--- src/sms_pkg.sv ---
// Shared constants, types and helpers for the servo mode switch block.
// Assumes one 50 MHz clock and a plain register port with 16-bit data.
package sms_pkg;
    // ****************************************************************
    // Register map and fields
    // ****************************************************************
    localparam int SMS_DW = 16;
    localparam int SMS_NUM_INT = 7;
    localparam logic [3:0] ADDR_CTRL = 4'h0;
    localparam logic [3:0] ADDR_ACCEL = 4'h1;
    localparam logic [3:0] ADDR_DECEL = 4'h2;
    localparam logic [3:0] ADDR_FSTOP = 4'h3;
    localparam logic [3:0] ADDR_ZTHR = 4'h4;
    localparam logic [3:0] ADDR_INT1 = 4'h5;
    localparam logic [3:0] ADDR_STATUS = 4'hC;
    localparam logic [3:0] ADDR_SPEED = 4'hD;
    localparam int CTRL_MODE_LSB = 0;
    localparam int CTRL_SP3_BIT = 4;
    localparam int CTRL_POLICY_BIT = 5;
    localparam logic [3:0] MODE_SPD_TRQ = 4'h3;
    localparam logic [3:0] MODE_TRQ_POS = 4'h5;
    localparam int STAT_MODE_LSB = 0;
    localparam int STAT_ZSP_BIT = 2;
    localparam int STAT_BASE_BIT = 3;
    localparam int STAT_DB_BIT = 4;
    localparam int STAT_WARN_BIT = 5;
    localparam int STAT_STOP_LSB = 6;
    // ****************************************************************
    // Reset values and codes
    // ****************************************************************
    localparam logic [15:0] RST_CTRL = 16'h0000;
    localparam logic [15:0] RST_STEP = 16'h0001;
    localparam logic [15:0] RST_ZTHR = 16'h0032;
    localparam logic [15:0] RST_INT = 16'h0000;
    localparam logic [7:0] WARN_CODE = 8'hE6;
    localparam logic [7:0] NO_WARN = 8'h00;
    // ****************************************************************
    // Contact input positions
    // ****************************************************************
    localparam int NUM_PINS = 9;
    localparam int PIN_ST1 = 0;
    localparam int PIN_ST2 = 1;
    localparam int PIN_SP_LSB = 2;
    localparam int PIN_LOP = 5;
    localparam int PIN_EM2 = 6;
    localparam int PIN_LSP = 7;
    localparam int PIN_LSN = 8;

    typedef enum logic [1:0] {
        SMS_SPEED = 2'b00,
        SMS_TORQUE = 2'b01,
        SMS_POSITION = 2'b10
    } sms_mode_e;

    typedef enum logic [1:0] {
        STOP_RUN = 2'b00,
        STOP_DECEL = 2'b01,
        STOP_SUDDEN = 2'b10,
        STOP_CUT = 2'b11
    } sms_stop_e;

    function automatic logic [15:0] sms_abs(input logic signed [15:0] v);
        sms_abs = v[15] ? 16'(-v) : 16'(v);
    endfunction
endpackage

--- src/sms_mode_switch.sv ---
// Control mode switching, speed source selection and forced stop sequence.
// Assumes contact pins are asynchronous; analog and feedback words are on clk.
// Functional notes
// - Without third select, two bits pick analog or internal speeds one to three.
// - With third select enabled, 000 is analog, 001-111 internal speeds one-seven.
// - Speed changes while running ramp with acceleration and deceleration steps.
// - Mode digit 3 enters speed/torque switching.
// - Speed/torque switching follows the control switch at once, any speed.
// - Speed mode with both start inputs off ramps to stop by deceleration.
// - Torque mode limit: first select bit picks analog or internal limit one.
// - Mode digit 5 enters torque/position switching.
// - Torque/position change happens only in the zero-speed state.
// - Position to torque change clears the droop pulse count.
// - Toggle above zero speed leaves the mode unchanged, even later.
// - Forced stop input off decelerates with the forced-stop step.
// - Below zero-speed threshold during forced stop: base cut, dynamic brake.
// - Warning code shows for the whole forced-stop sequence.
// - No forced-stop deceleration while in torque control.
// - Stroke limit during forced stop: policy 0 sudden stop, 1 continue.
// - Torque/position toggle changes mode only if zero-speed flag already set at toggle.
// - Torque/position toggle before zero-speed flag is ignored even after flag sets.
`timescale 1ns/1ps
module sms_mode_switch
    import sms_pkg::*;
(
    input wire logic clk,
    input wire logic rst_n,
    input wire logic [3:0] addr,
    input wire logic [15:0] wrData,
    input wire logic wrEn,
    input wire logic rdEn,
    output logic [15:0] rdData,
    input wire logic forwardStartInput,
    input wire logic reverseStartInput,
    input wire logic [2:0] speedSelect,
    input wire logic controlSwitchInput,
    input wire logic forcedStopInput,
    input wire logic forwardStrokeLimit,
    input wire logic reverseStrokeLimit,
    input wire logic signed [15:0] analogSpeedCommand,
    input wire logic [15:0] analogSpeedLimit,
    input wire logic signed [15:0] motorSpeed,
    output logic signed [15:0] speedCommand,
    output logic [15:0] speedLimit,
    output logic [1:0] controlMode,
    output logic droopClear,
    output logic baseOn,
    output logic dynamicBrake,
    output logic [7:0] forcedStopWarning,
    output logic zeroSpeedFlag
);
    // ****************************************************************
    // Contact synchroniser
    // ****************************************************************
    logic [NUM_PINS-1:0] pinMeta_r;
    logic [NUM_PINS-1:0] pinSync_r;
    logic [NUM_PINS-1:0] pinsRaw;

    assign pinsRaw = {reverseStrokeLimit, forwardStrokeLimit, forcedStopInput,
                      controlSwitchInput, speedSelect, reverseStartInput, forwardStartInput};

    always_ff @(posedge clk)
    begin
        if (!rst_n)
        begin
            // Forced stop contact idles high; resetting it low would start a false stop
            pinMeta_r <= NUM_PINS'(1 << PIN_EM2);
            pinSync_r <= NUM_PINS'(1 << PIN_EM2);
        end
        else
        begin
            pinMeta_r <= pinsRaw;
            pinSync_r <= pinMeta_r;
        end
    end

    logic st1;
    logic st2;
    logic [2:0] sp;
    logic control_switch_input;
    logic em2;
    logic strokeHit;

    assign st1 = pinSync_r[PIN_ST1];
    assign st2 = pinSync_r[PIN_ST2];
    assign sp = pinSync_r[PIN_SP_LSB +: 3];
    assign control_switch_input = pinSync_r[PIN_LOP];
    assign em2 = pinSync_r[PIN_EM2];
    assign strokeHit = pinSync_r[PIN_LSP] | pinSync_r[PIN_LSN];

    // ****************************************************************
    // Register file
    // ****************************************************************
    logic [15:0] ctrl_r, accel_r, decel_r, fstop_r, zthr_r;
    logic [15:0] ctrl_nxt, accel_nxt, decel_nxt, fstop_nxt, zthr_nxt;
    logic [15:0] intSpeed_r [SMS_NUM_INT];
    logic [15:0] intSpeed_nxt [SMS_NUM_INT];
    logic [SMS_NUM_INT*16-1:0] intFlat;
    logic [15:0] rdData_r, rdData_nxt, statusWord;
    sms_mode_e mode_r;
    sms_stop_e stop_r;
    logic signed [15:0] rampOut;
    logic zeroSpeed_r;

    genvar gi;
    generate
        for (gi = 0; gi < SMS_NUM_INT; gi++)
        begin : g_int
            assign intFlat[gi*16 +: 16] = intSpeed_r[gi];
        end
    endgenerate

    always_comb
    begin
        ctrl_nxt = ctrl_r;
        accel_nxt = accel_r;
        decel_nxt = decel_r;
        fstop_nxt = fstop_r;
        zthr_nxt = zthr_r;
        intSpeed_nxt = intSpeed_r;
        statusWord = '0;
        statusWord[STAT_MODE_LSB +: 2] = mode_r;
        statusWord[STAT_ZSP_BIT] = zeroSpeed_r;
        statusWord[STAT_BASE_BIT] = baseOn;
        statusWord[STAT_DB_BIT] = dynamicBrake;
        statusWord[STAT_WARN_BIT] = (stop_r != STOP_RUN);
        statusWord[STAT_STOP_LSB +: 2] = stop_r;
        if (wrEn)
        begin
            if (addr == ADDR_CTRL) ctrl_nxt = wrData;
            if (addr == ADDR_ACCEL) accel_nxt = wrData;
            if (addr == ADDR_DECEL) decel_nxt = wrData;
            if (addr == ADDR_FSTOP) fstop_nxt = wrData;
            if (addr == ADDR_ZTHR) zthr_nxt = wrData;
            if (addr >= ADDR_INT1 && addr < ADDR_STATUS)
                intSpeed_nxt[3'(addr - ADDR_INT1)] = wrData;
        end
        rdData_nxt = '0;
        if (rdEn)
        begin
            unique case (addr)
                ADDR_CTRL: rdData_nxt = ctrl_r;
                ADDR_ACCEL: rdData_nxt = accel_r;
                ADDR_DECEL: rdData_nxt = decel_r;
                ADDR_FSTOP: rdData_nxt = fstop_r;
                ADDR_ZTHR: rdData_nxt = zthr_r;
                ADDR_STATUS: rdData_nxt = statusWord;
                ADDR_SPEED: rdData_nxt = rampOut;
                default:
                begin
                    if (addr >= ADDR_INT1 && addr < ADDR_STATUS)
                        rdData_nxt = intSpeed_r[3'(addr - ADDR_INT1)];
                end
            endcase
        end
    end

    always_ff @(posedge clk)
    begin
        if (!rst_n)
        begin
            ctrl_r <= RST_CTRL;
            accel_r <= RST_STEP;
            decel_r <= RST_STEP;
            fstop_r <= RST_STEP;
            zthr_r <= RST_ZTHR;
            for (int i = 0; i < SMS_NUM_INT; i++) intSpeed_r[i] <= RST_INT;
            rdData_r <= '0;
        end
        else
        begin
            ctrl_r <= ctrl_nxt;
            accel_r <= accel_nxt;
            decel_r <= decel_nxt;
            fstop_r <= fstop_nxt;
            zthr_r <= zthr_nxt;
            intSpeed_r <= intSpeed_nxt;
            rdData_r <= rdData_nxt;
        end
    end

    assign rdData = rdData_r;

    // ****************************************************************
    // Control mode switching
    // ****************************************************************
    logic [3:0] modeDigit;
    logic lopPrev_r, lopTog;
    sms_mode_e mode_nxt;
    logic droop_r, droop_nxt, zeroSpeed_nxt;

    assign modeDigit = ctrl_r[CTRL_MODE_LSB +: 4];
    assign lopTog = control_switch_input != lopPrev_r;

    always_comb
    begin
        mode_nxt = mode_r;
        zeroSpeed_nxt = sms_abs(motorSpeed) < zthr_r;
        if (modeDigit == MODE_SPD_TRQ)
        begin
            mode_nxt = control_switch_input ? SMS_TORQUE : SMS_SPEED;
        end
        else if (modeDigit == MODE_TRQ_POS)
        begin
            if (mode_r == SMS_SPEED)
            begin
                mode_nxt = control_switch_input ? SMS_POSITION : SMS_TORQUE;
            end
            else if (lopTog && zeroSpeed_r)
            begin
                mode_nxt = control_switch_input ? SMS_POSITION : SMS_TORQUE;
            end
        end
        else
        begin
            mode_nxt = SMS_SPEED;
        end
        droop_nxt = (mode_r == SMS_POSITION) && (mode_nxt == SMS_TORQUE);
    end

    always_ff @(posedge clk)
    begin
        if (!rst_n)
        begin
            mode_r <= SMS_SPEED;
            lopPrev_r <= 1'b0;
            droop_r <= 1'b0;
            zeroSpeed_r <= 1'b0;
        end
        else
        begin
            mode_r <= mode_nxt;
            lopPrev_r <= control_switch_input;
            droop_r <= droop_nxt;
            zeroSpeed_r <= zeroSpeed_nxt;
        end
    end

    // ****************************************************************
    // Forced stop sequence
    // ****************************************************************
    sms_stop_e stop_nxt;
    logic baseOn_r, dynBrake_r;
    logic [7:0] warn_r;

    always_comb
    begin
        stop_nxt = stop_r;
        unique case (stop_r)
            STOP_RUN:
            begin
                if (!em2)
                    stop_nxt = (mode_r == SMS_TORQUE) ? STOP_CUT : STOP_DECEL;
            end
            STOP_DECEL:
            begin
                if (zeroSpeed_r)
                    stop_nxt = STOP_CUT;
                else if (strokeHit && !ctrl_r[CTRL_POLICY_BIT])
                    stop_nxt = STOP_SUDDEN;
            end
            STOP_SUDDEN:
            begin
                if (zeroSpeed_r)
                    stop_nxt = STOP_CUT;
            end
            STOP_CUT:
            begin
                if (em2)
                    stop_nxt = STOP_RUN;
            end
        endcase
    end

    always_ff @(posedge clk)
    begin
        if (!rst_n)
        begin
            stop_r <= STOP_RUN;
            baseOn_r <= 1'b0;
            dynBrake_r <= 1'b0;
            warn_r <= NO_WARN;
        end
        else
        begin
            stop_r <= stop_nxt;
            baseOn_r <= (stop_nxt != STOP_CUT);
            dynBrake_r <= (stop_nxt == STOP_CUT);
            warn_r <= (stop_nxt != STOP_RUN) ? WARN_CODE : NO_WARN;
        end
    end

    // ****************************************************************
    // Speed command and speed limit
    // ****************************************************************
    logic [15:0] selSpeed;
    logic signed [15:0] target;
    logic [15:0] rampAccel, rampDecel;
    logic [15:0] limit_r, limit_nxt;

    sms_speed_sel u_sel (
        .sel(sp),
        .sp3En(ctrl_r[CTRL_SP3_BIT]),
        .analogVal(analogSpeedCommand),
        .intFlat(intFlat),
        .selVal(selSpeed)
    );

    always_comb
    begin
        target = 16'sh0000;
        rampAccel = accel_r;
        rampDecel = decel_r;
        if (stop_r == STOP_DECEL)
        begin
            rampAccel = fstop_r;
            rampDecel = fstop_r;
        end
        else if (stop_r == STOP_RUN && mode_r == SMS_SPEED)
        begin
            if (st1 && !st2)
                target = $signed(selSpeed);
            else if (st2 && !st1)
                target = 16'(-$signed(selSpeed));
        end
        limit_nxt = sp[0] ? intSpeed_r[0] : analogSpeedLimit;
    end

    sms_ramp u_ramp (
        .clk(clk),
        .rst_n(rst_n),
        .target(target),
        .accelStep(rampAccel),
        .decelStep(rampDecel),
        .sudden(stop_r == STOP_SUDDEN || stop_r == STOP_CUT),
        .rampOut(rampOut)
    );

    always_ff @(posedge clk)
    begin
        if (!rst_n)
            limit_r <= '0;
        else
            limit_r <= limit_nxt;
    end

    assign speedCommand = rampOut;
    assign speedLimit = limit_r;
    assign controlMode = mode_r;
    assign droopClear = droop_r;
    assign baseOn = baseOn_r;
    assign dynamicBrake = dynBrake_r;
    assign forcedStopWarning = warn_r;
    assign zeroSpeedFlag = zeroSpeed_r;

    // ****************************************************************
    // Checks
    // ****************************************************************
    a_st_follow: assert property (@(posedge clk) disable iff (!rst_n)
        modeDigit == MODE_SPD_TRQ |=> mode_r == ($past(control_switch_input) ? SMS_TORQUE : SMS_SPEED))
        else $error("speed/torque mode does not follow switch");
    a_tp_hold_moving: assert property (@(posedge clk) disable iff (!rst_n)
        modeDigit == MODE_TRQ_POS && mode_r != SMS_SPEED && lopTog && !zeroSpeed_r
        |=> $stable(mode_r))
        else $error("mode changed while motor moving");
    a_tp_switch_zero: assert property (@(posedge clk) disable iff (!rst_n)
        modeDigit == MODE_TRQ_POS && mode_r != SMS_SPEED && lopTog && zeroSpeed_r
        |=> mode_r == ($past(control_switch_input) ? SMS_POSITION : SMS_TORQUE))
        else $error("mode not switched at zero speed");
    a_droop_clear: assert property (@(posedge clk) disable iff (!rst_n)
        mode_r == SMS_TORQUE && $past(mode_r) == SMS_POSITION |-> droopClear)
        else $error("droop not cleared on position to torque");
    a_cut_brake: assert property (@(posedge clk) disable iff (!rst_n)
        stop_r == STOP_DECEL && zeroSpeed_r |=> !baseOn && dynamicBrake)
        else $error("base not cut below zero speed");
    a_warn_shown: assert property (@(posedge clk) disable iff (!rst_n)
        stop_r != STOP_RUN |-> forcedStopWarning == WARN_CODE)
        else $error("warning missing during forced stop");
    a_torque_no_decel: assert property (@(posedge clk) disable iff (!rst_n)
        stop_r == STOP_RUN && mode_r == SMS_TORQUE && !em2 |=> stop_r == STOP_CUT)
        else $error("forced deceleration in torque mode");
    a_limit_policy: assert property (@(posedge clk) disable iff (!rst_n)
        stop_r == STOP_DECEL && !zeroSpeed_r && strokeHit
        |=> stop_r == ($past(ctrl_r[CTRL_POLICY_BIT]) ? STOP_DECEL : STOP_SUDDEN))
        else $error("stroke limit policy not applied");
    a_start_off_stop: assert property (@(posedge clk) disable iff (!rst_n)
        mode_r == SMS_SPEED && !st1 && !st2 |-> target == 16'sh0000)
        else $error("speed target not zero with starts off");
    a_sel_analog: assert property (@(posedge clk) disable iff (!rst_n)
        sp[1:0] == 2'b00 && (!ctrl_r[CTRL_SP3_BIT] || !sp[2])
        |-> selSpeed == analogSpeedCommand)
        else $error("analog speed not selected");
endmodule

--- src/sms_speed_sel.sv ---
// Speed source selector: analog value or one of seven internal speeds.
// Assumes the select bits are already synchronised.
`timescale 1ns/1ps
module sms_speed_sel
    import sms_pkg::*;
(
    input wire logic [2:0] sel,
    input wire logic sp3En,
    input wire logic [15:0] analogVal,
    input wire logic [SMS_NUM_INT*16-1:0] intFlat,
    output logic [15:0] selVal
);
    logic [2:0] idx;

    always_comb
    begin
        idx = sp3En ? sel : {1'b0, sel[1:0]};
        if (idx == 3'h0)
        begin
            selVal = analogVal;
        end
        else
        begin
            selVal = intFlat[(int'(idx) - 1) * 16 +: 16];
        end
    end
endmodule

--- src/sms_ramp.sv ---
// Speed ramp: moves the output toward a target by a step each cycle.
// Assumes the step values are nonzero; a zero step freezes the ramp.
`timescale 1ns/1ps
module sms_ramp
    import sms_pkg::*;
(
    input wire logic clk,
    input wire logic rst_n,
    input wire logic signed [15:0] target,
    input wire logic [15:0] accelStep,
    input wire logic [15:0] decelStep,
    input wire logic sudden,
    output logic signed [15:0] rampOut
);
    logic signed [15:0] ramp_r;
    logic signed [15:0] ramp_nxt;
    logic [15:0] step;
    logic signed [16:0] diff;

    assign rampOut = ramp_r;

    always_comb
    begin
        // Growing magnitude uses the acceleration step, shrinking the deceleration one
        step = (sms_abs(target) > sms_abs(ramp_r)) ? accelStep : decelStep;
        diff = 17'(target) - 17'(ramp_r);
        if (sudden)
        begin
            ramp_nxt = 16'sh0000;
        end
        else if (diff > $signed({1'b0, step}))
        begin
            ramp_nxt = 16'(ramp_r + $signed(step));
        end
        else if (diff < -$signed({1'b0, step}))
        begin
            ramp_nxt = 16'(ramp_r - $signed(step));
        end
        else
        begin
            ramp_nxt = target;
        end
    end

    always_ff @(posedge clk)
    begin
        if (!rst_n)
        begin
            ramp_r <= 16'sh0000;
        end
        else
        begin
            ramp_r <= ramp_nxt;
        end
    end
endmodule

--- config.mk ---
export PLATFORM = sky130hd
export DESIGN_NAME = sms_mode_switch
export DESIGN_NICKNAME = d
export VERILOG_FILES = /design/src/sms_pkg.sv /design/src/sms_mode_switch.sv /design/src/sms_speed_sel.sv /design/src/sms_ramp.sv
export SDC_FILE = /design/constraint.sdc
export NUM_CORES = 1
export LEC_CHECK = 0
export BUFFER_PORTS_ARGS = -buffer_cell sky130_fd_sc_hd__buf_4
export CAP_MARGIN = 30
export CORE_AREA = 8 8 232 145
export DETAILED_ROUTE_END_ITERATION = 12
export DIE_AREA = 0 0 240 153
export GPL_TIMING_DRIVEN = 1
export PLACE_DENSITY_LB_ADDON = 0.1
export SLEW_MARGIN = 30
export SYNTH_ARGS = -nofsm -noshare
export SYNTH_HDL_FRONTEND = slang
export SYNTH_SLANG_ARGS = --single-unit
--- constraint.sdc ---
create_clock -name clk -period 15.3 [get_ports clk]
set_input_delay 3.06 -clock clk [delete_from_list [all_inputs] [get_ports clk]]
set_output_delay 3.06 -clock clk [all_outputs]
set_load 0.005 [all_outputs]
==> out/qor.yml <==
place:
  dp_hpwl_microns: 51610
  numPortBuffers: 139
  gp_congestion: 1.007
detailed_routing:
  drt_iter0_markers: 3153
  route.detailed.drc: 0
  vias: 18520
  drt-total-wl_microns: 70810
  via_per_inst: 6.575
  wl_per_cell_microns: 25.14
  drt-pass1-iter-count: 7
  postRouteAntennaNets: 0
yosys:
  yosysWarnings: 0
  synth_cell_type_count: 92
  syn_avg_cell_area_sq_um: 7.583
  synth_top_area_share: 0.3017
  ys_seq_area_frac: 0.3017
  yosys-top-cells-area: "dfxtp_1, nand2_1, ha_1"
  yosys.area.top_type: "dfxtp_1"
  synth.cell_area_sq_um: 17780
  ys_seq_elements: 268
  synth_cells: 2345
  synth_ff_type: "dfxtp_1"
  synth_common_cells: "nand2_1, a21oi_1, dfxtp_1"
  synth_most_common_cell: "nand2_1"
  synth_edf_count: 0
  ys_async_sr_fraction: 0
critical_path:
  ff2ff_path_depth: 37
  end_kind: "flop"
  crit_required_ps: 15790
  timing.rr.start: "pinSync_r[2]"
  reg2reg_slack_ps: 3880
  crit_arrival_ps: 11910
  cp-start-kind: "flop"
  r2r-end: "u_ramp.rampOut[2]"
  cpPeakStageDelay_ps: 980
  critical_path_peak_fanout: 20
  critPathSlowestCell: "a221oi_1"
  path_class: "flop to flop"
clock_tree:
  cts_buffer_depth: 3
  cts_sinks: 268
  cts_resized: 0
  hold_buffers: 0
  clkLatencyLatePin_ps: 580
  numCtsBuffers: 27
  cts_tree: "yes"
  clkTransAtPathRegs_ps: 70
  cts_max_level: 1
  root_buffer: "clkbuf_16"
  cts_setup_buffers: 0
sta:
  holdWs_ps: 433.7
  fmax_mhz: 87.58
  rsz0062_at_grt: "no"
  setup_viol: 0
  period_needed_ps: 11420
  final-hold-violation-count: 0
  clock-skew-final_ps: 19.52
  drv_slew: 0
  tightest_slew_ps: 1114
  finalCritPeriodShare: 0.7463
  relSlewSlack: 0.2574
  setup-tns-final_ps: 0
global_route:
  grt_pass1_vias: 16600
  grt_pass1_wl_microns: 104800
  grt_usage: 0.3668
  grt_overflow: 0
  grt_max_degree: 96
  antenna_found_initial: 1
hold_path:
  min_to: "pinSync_r[4]"
  hold_depth: 1
  worstHoldStart: "pinMeta_r[4]"
  hold_path_class: "flop to flop"
cells_and_area:
  synthToLayoutAreaGrowth_pct: 11.42
  finish.net_count: 2582
  n_antenna_cell: 0
  seqCellArea_sq_um: 5366
  fill_cells: 2749
  multi_input_area_sq_um: 11420
  drive_above_1_share: 0.1113
die:
  die_x_microns: 240
  row_count: 50
  dieArea_sq_um: 36720
  coreArea_sq_um: 30400
  ios: 143
  start_util: 0.5849
  fp.dieH_microns: 153
power_and_ir_drop:
  powerDensity_nw_per_um2: 134.6
  vdd_drop_max_mv: 0.08468
  power.leakage_uw: 0.007656
  power_uw: 2667
status:
  outcome: "finished, final reports clean"
flow_run:
  max-cap-violations: 0
-- per-stage QoR --
step | worst slack (ps) | instance area [sq um] | std cells | utilization
after detailed placement | 3552 | 18900 | 2766 | 0.6217
final | 3882 | 19810 | 2816 | 0.6517
after floorplan | 5181 | 17790 | 2347 | -
after global routing | 3342 | 19810 | 2816 | 0.6517
after CTS | 4127 | 19810 | 2816 | 0.6515
after global placement | 3659 | 18880 | 2765 | 0.6211
-- power breakdown --
| part | internal [uW] | switching (uW) | total [uW] | leakage, uW |
|---|---|---|---|---|
| combinational | 450 | 717 | 1170 | 0.00505 |
| sequential | 727 | 65.8 | 793 | 0.00218 |
| clock | 384 | 322 | 707 | 0.000433 |
-- area by class of cell --
cell class / count / share of cell area
clock buffers: 37 / 0.03801
clock inverters: 13 / 0.007767
inverters: 96 / 0.01844
repair buffers: 165 / 0.06252
flip-flops and latches: 268 / 0.2708
multi-input cells: 1821 / 0.5762
well taps: 416 / 0.02627
-- placed cells by master (no fill, tap or decap), types with 24 or more instances in the layout --
cell / count
nand3_1: 58
o21ai_0: 83
xnor2_1: 65
a21oi_1: 285
and2_1: 37
a21o_1: 24
a31oi_1: 32
dfxtp_1: 267
nand2b_1: 24
nand2_1: 490
nor2_1: 130
ha_1: 118
clkbuf_16: 27
a221oi_1: 27
inv_1: 92
buf_4: 165
mux2i_1: 59
nor3_1: 27
-- layer usage --
metal / vias to the layer above / share of wire / GRT usage
met3: 161 / 0.18 / 0.1618
met1: 8602 / 0.42 / 0.5419
met2: 1377 / 0.37 / 0.4675
met4: 2 / 0.029 / 0.09562
li1: 8373 / - / -
met5: - / 0.00014 / 0
-- kinds of logic after synthesis --
logic type	Yosys count	synth area share
compound gates	672	0.2458
xor+xnor	78	0.03842
fa+ha+maj	122	0.08710
buf+inv	258	0.05952
flops	268	0.3017
mux	77	0.05108
other cells	1	0.0002109
simple gates	869	0.2161
-- state kept, by name, indices dropped and copies added, names as in the netlist, 9 cells and up --
name	flops
decel_r	16
u_ramp.rampOut	16
rdData	16
pinMeta_r	9
accel_r	16
fstop_r	16
intFlat	112
ctrl_r	16
speedLimit	16
zthr_r	16
pinSync_r	9
-- worst max-delay path by stage --
stage | start | cells after the start | end | slack (ps)
after floorplan | analogSpeedCommand[10] | 32 | u_ramp.rampOut[11] | 5180
after global placement | analogSpeedCommand[10] | 34 | u_ramp.rampOut[8] | 3660
after detailed placement | analogSpeedCommand[10] | 34 | u_ramp.rampOut[11] | 3550
after CTS | analogSpeedCommand[10] | 33 | u_ramp.rampOut[11] | 4130
after global routing | pinSync_r[2] | 35 | u_ramp.rampOut[11] | 3340
final | pinSync_r[2] | 37 | u_ramp.rampOut[2] | 3880
-- critical path: cells and delay by family, from the launching register on --
| kind | cells | cell delay (ps) |
|---|---|---|
| multiplexers | 2 | 500 |
| flip-flops | 1 | 360 |
| XOR/XNOR | 1 | 160 |
| AO/OA/AOI/OAI | 13 | 4750 |
| adder cells (fa/ha/maj) | 3 | 920 |
| AND/OR/NAND/NOR | 13 | 3060 |
| buffers and inverters | 5 | 1530 |
Note: power is estimated with default switching activity, not from simulation.
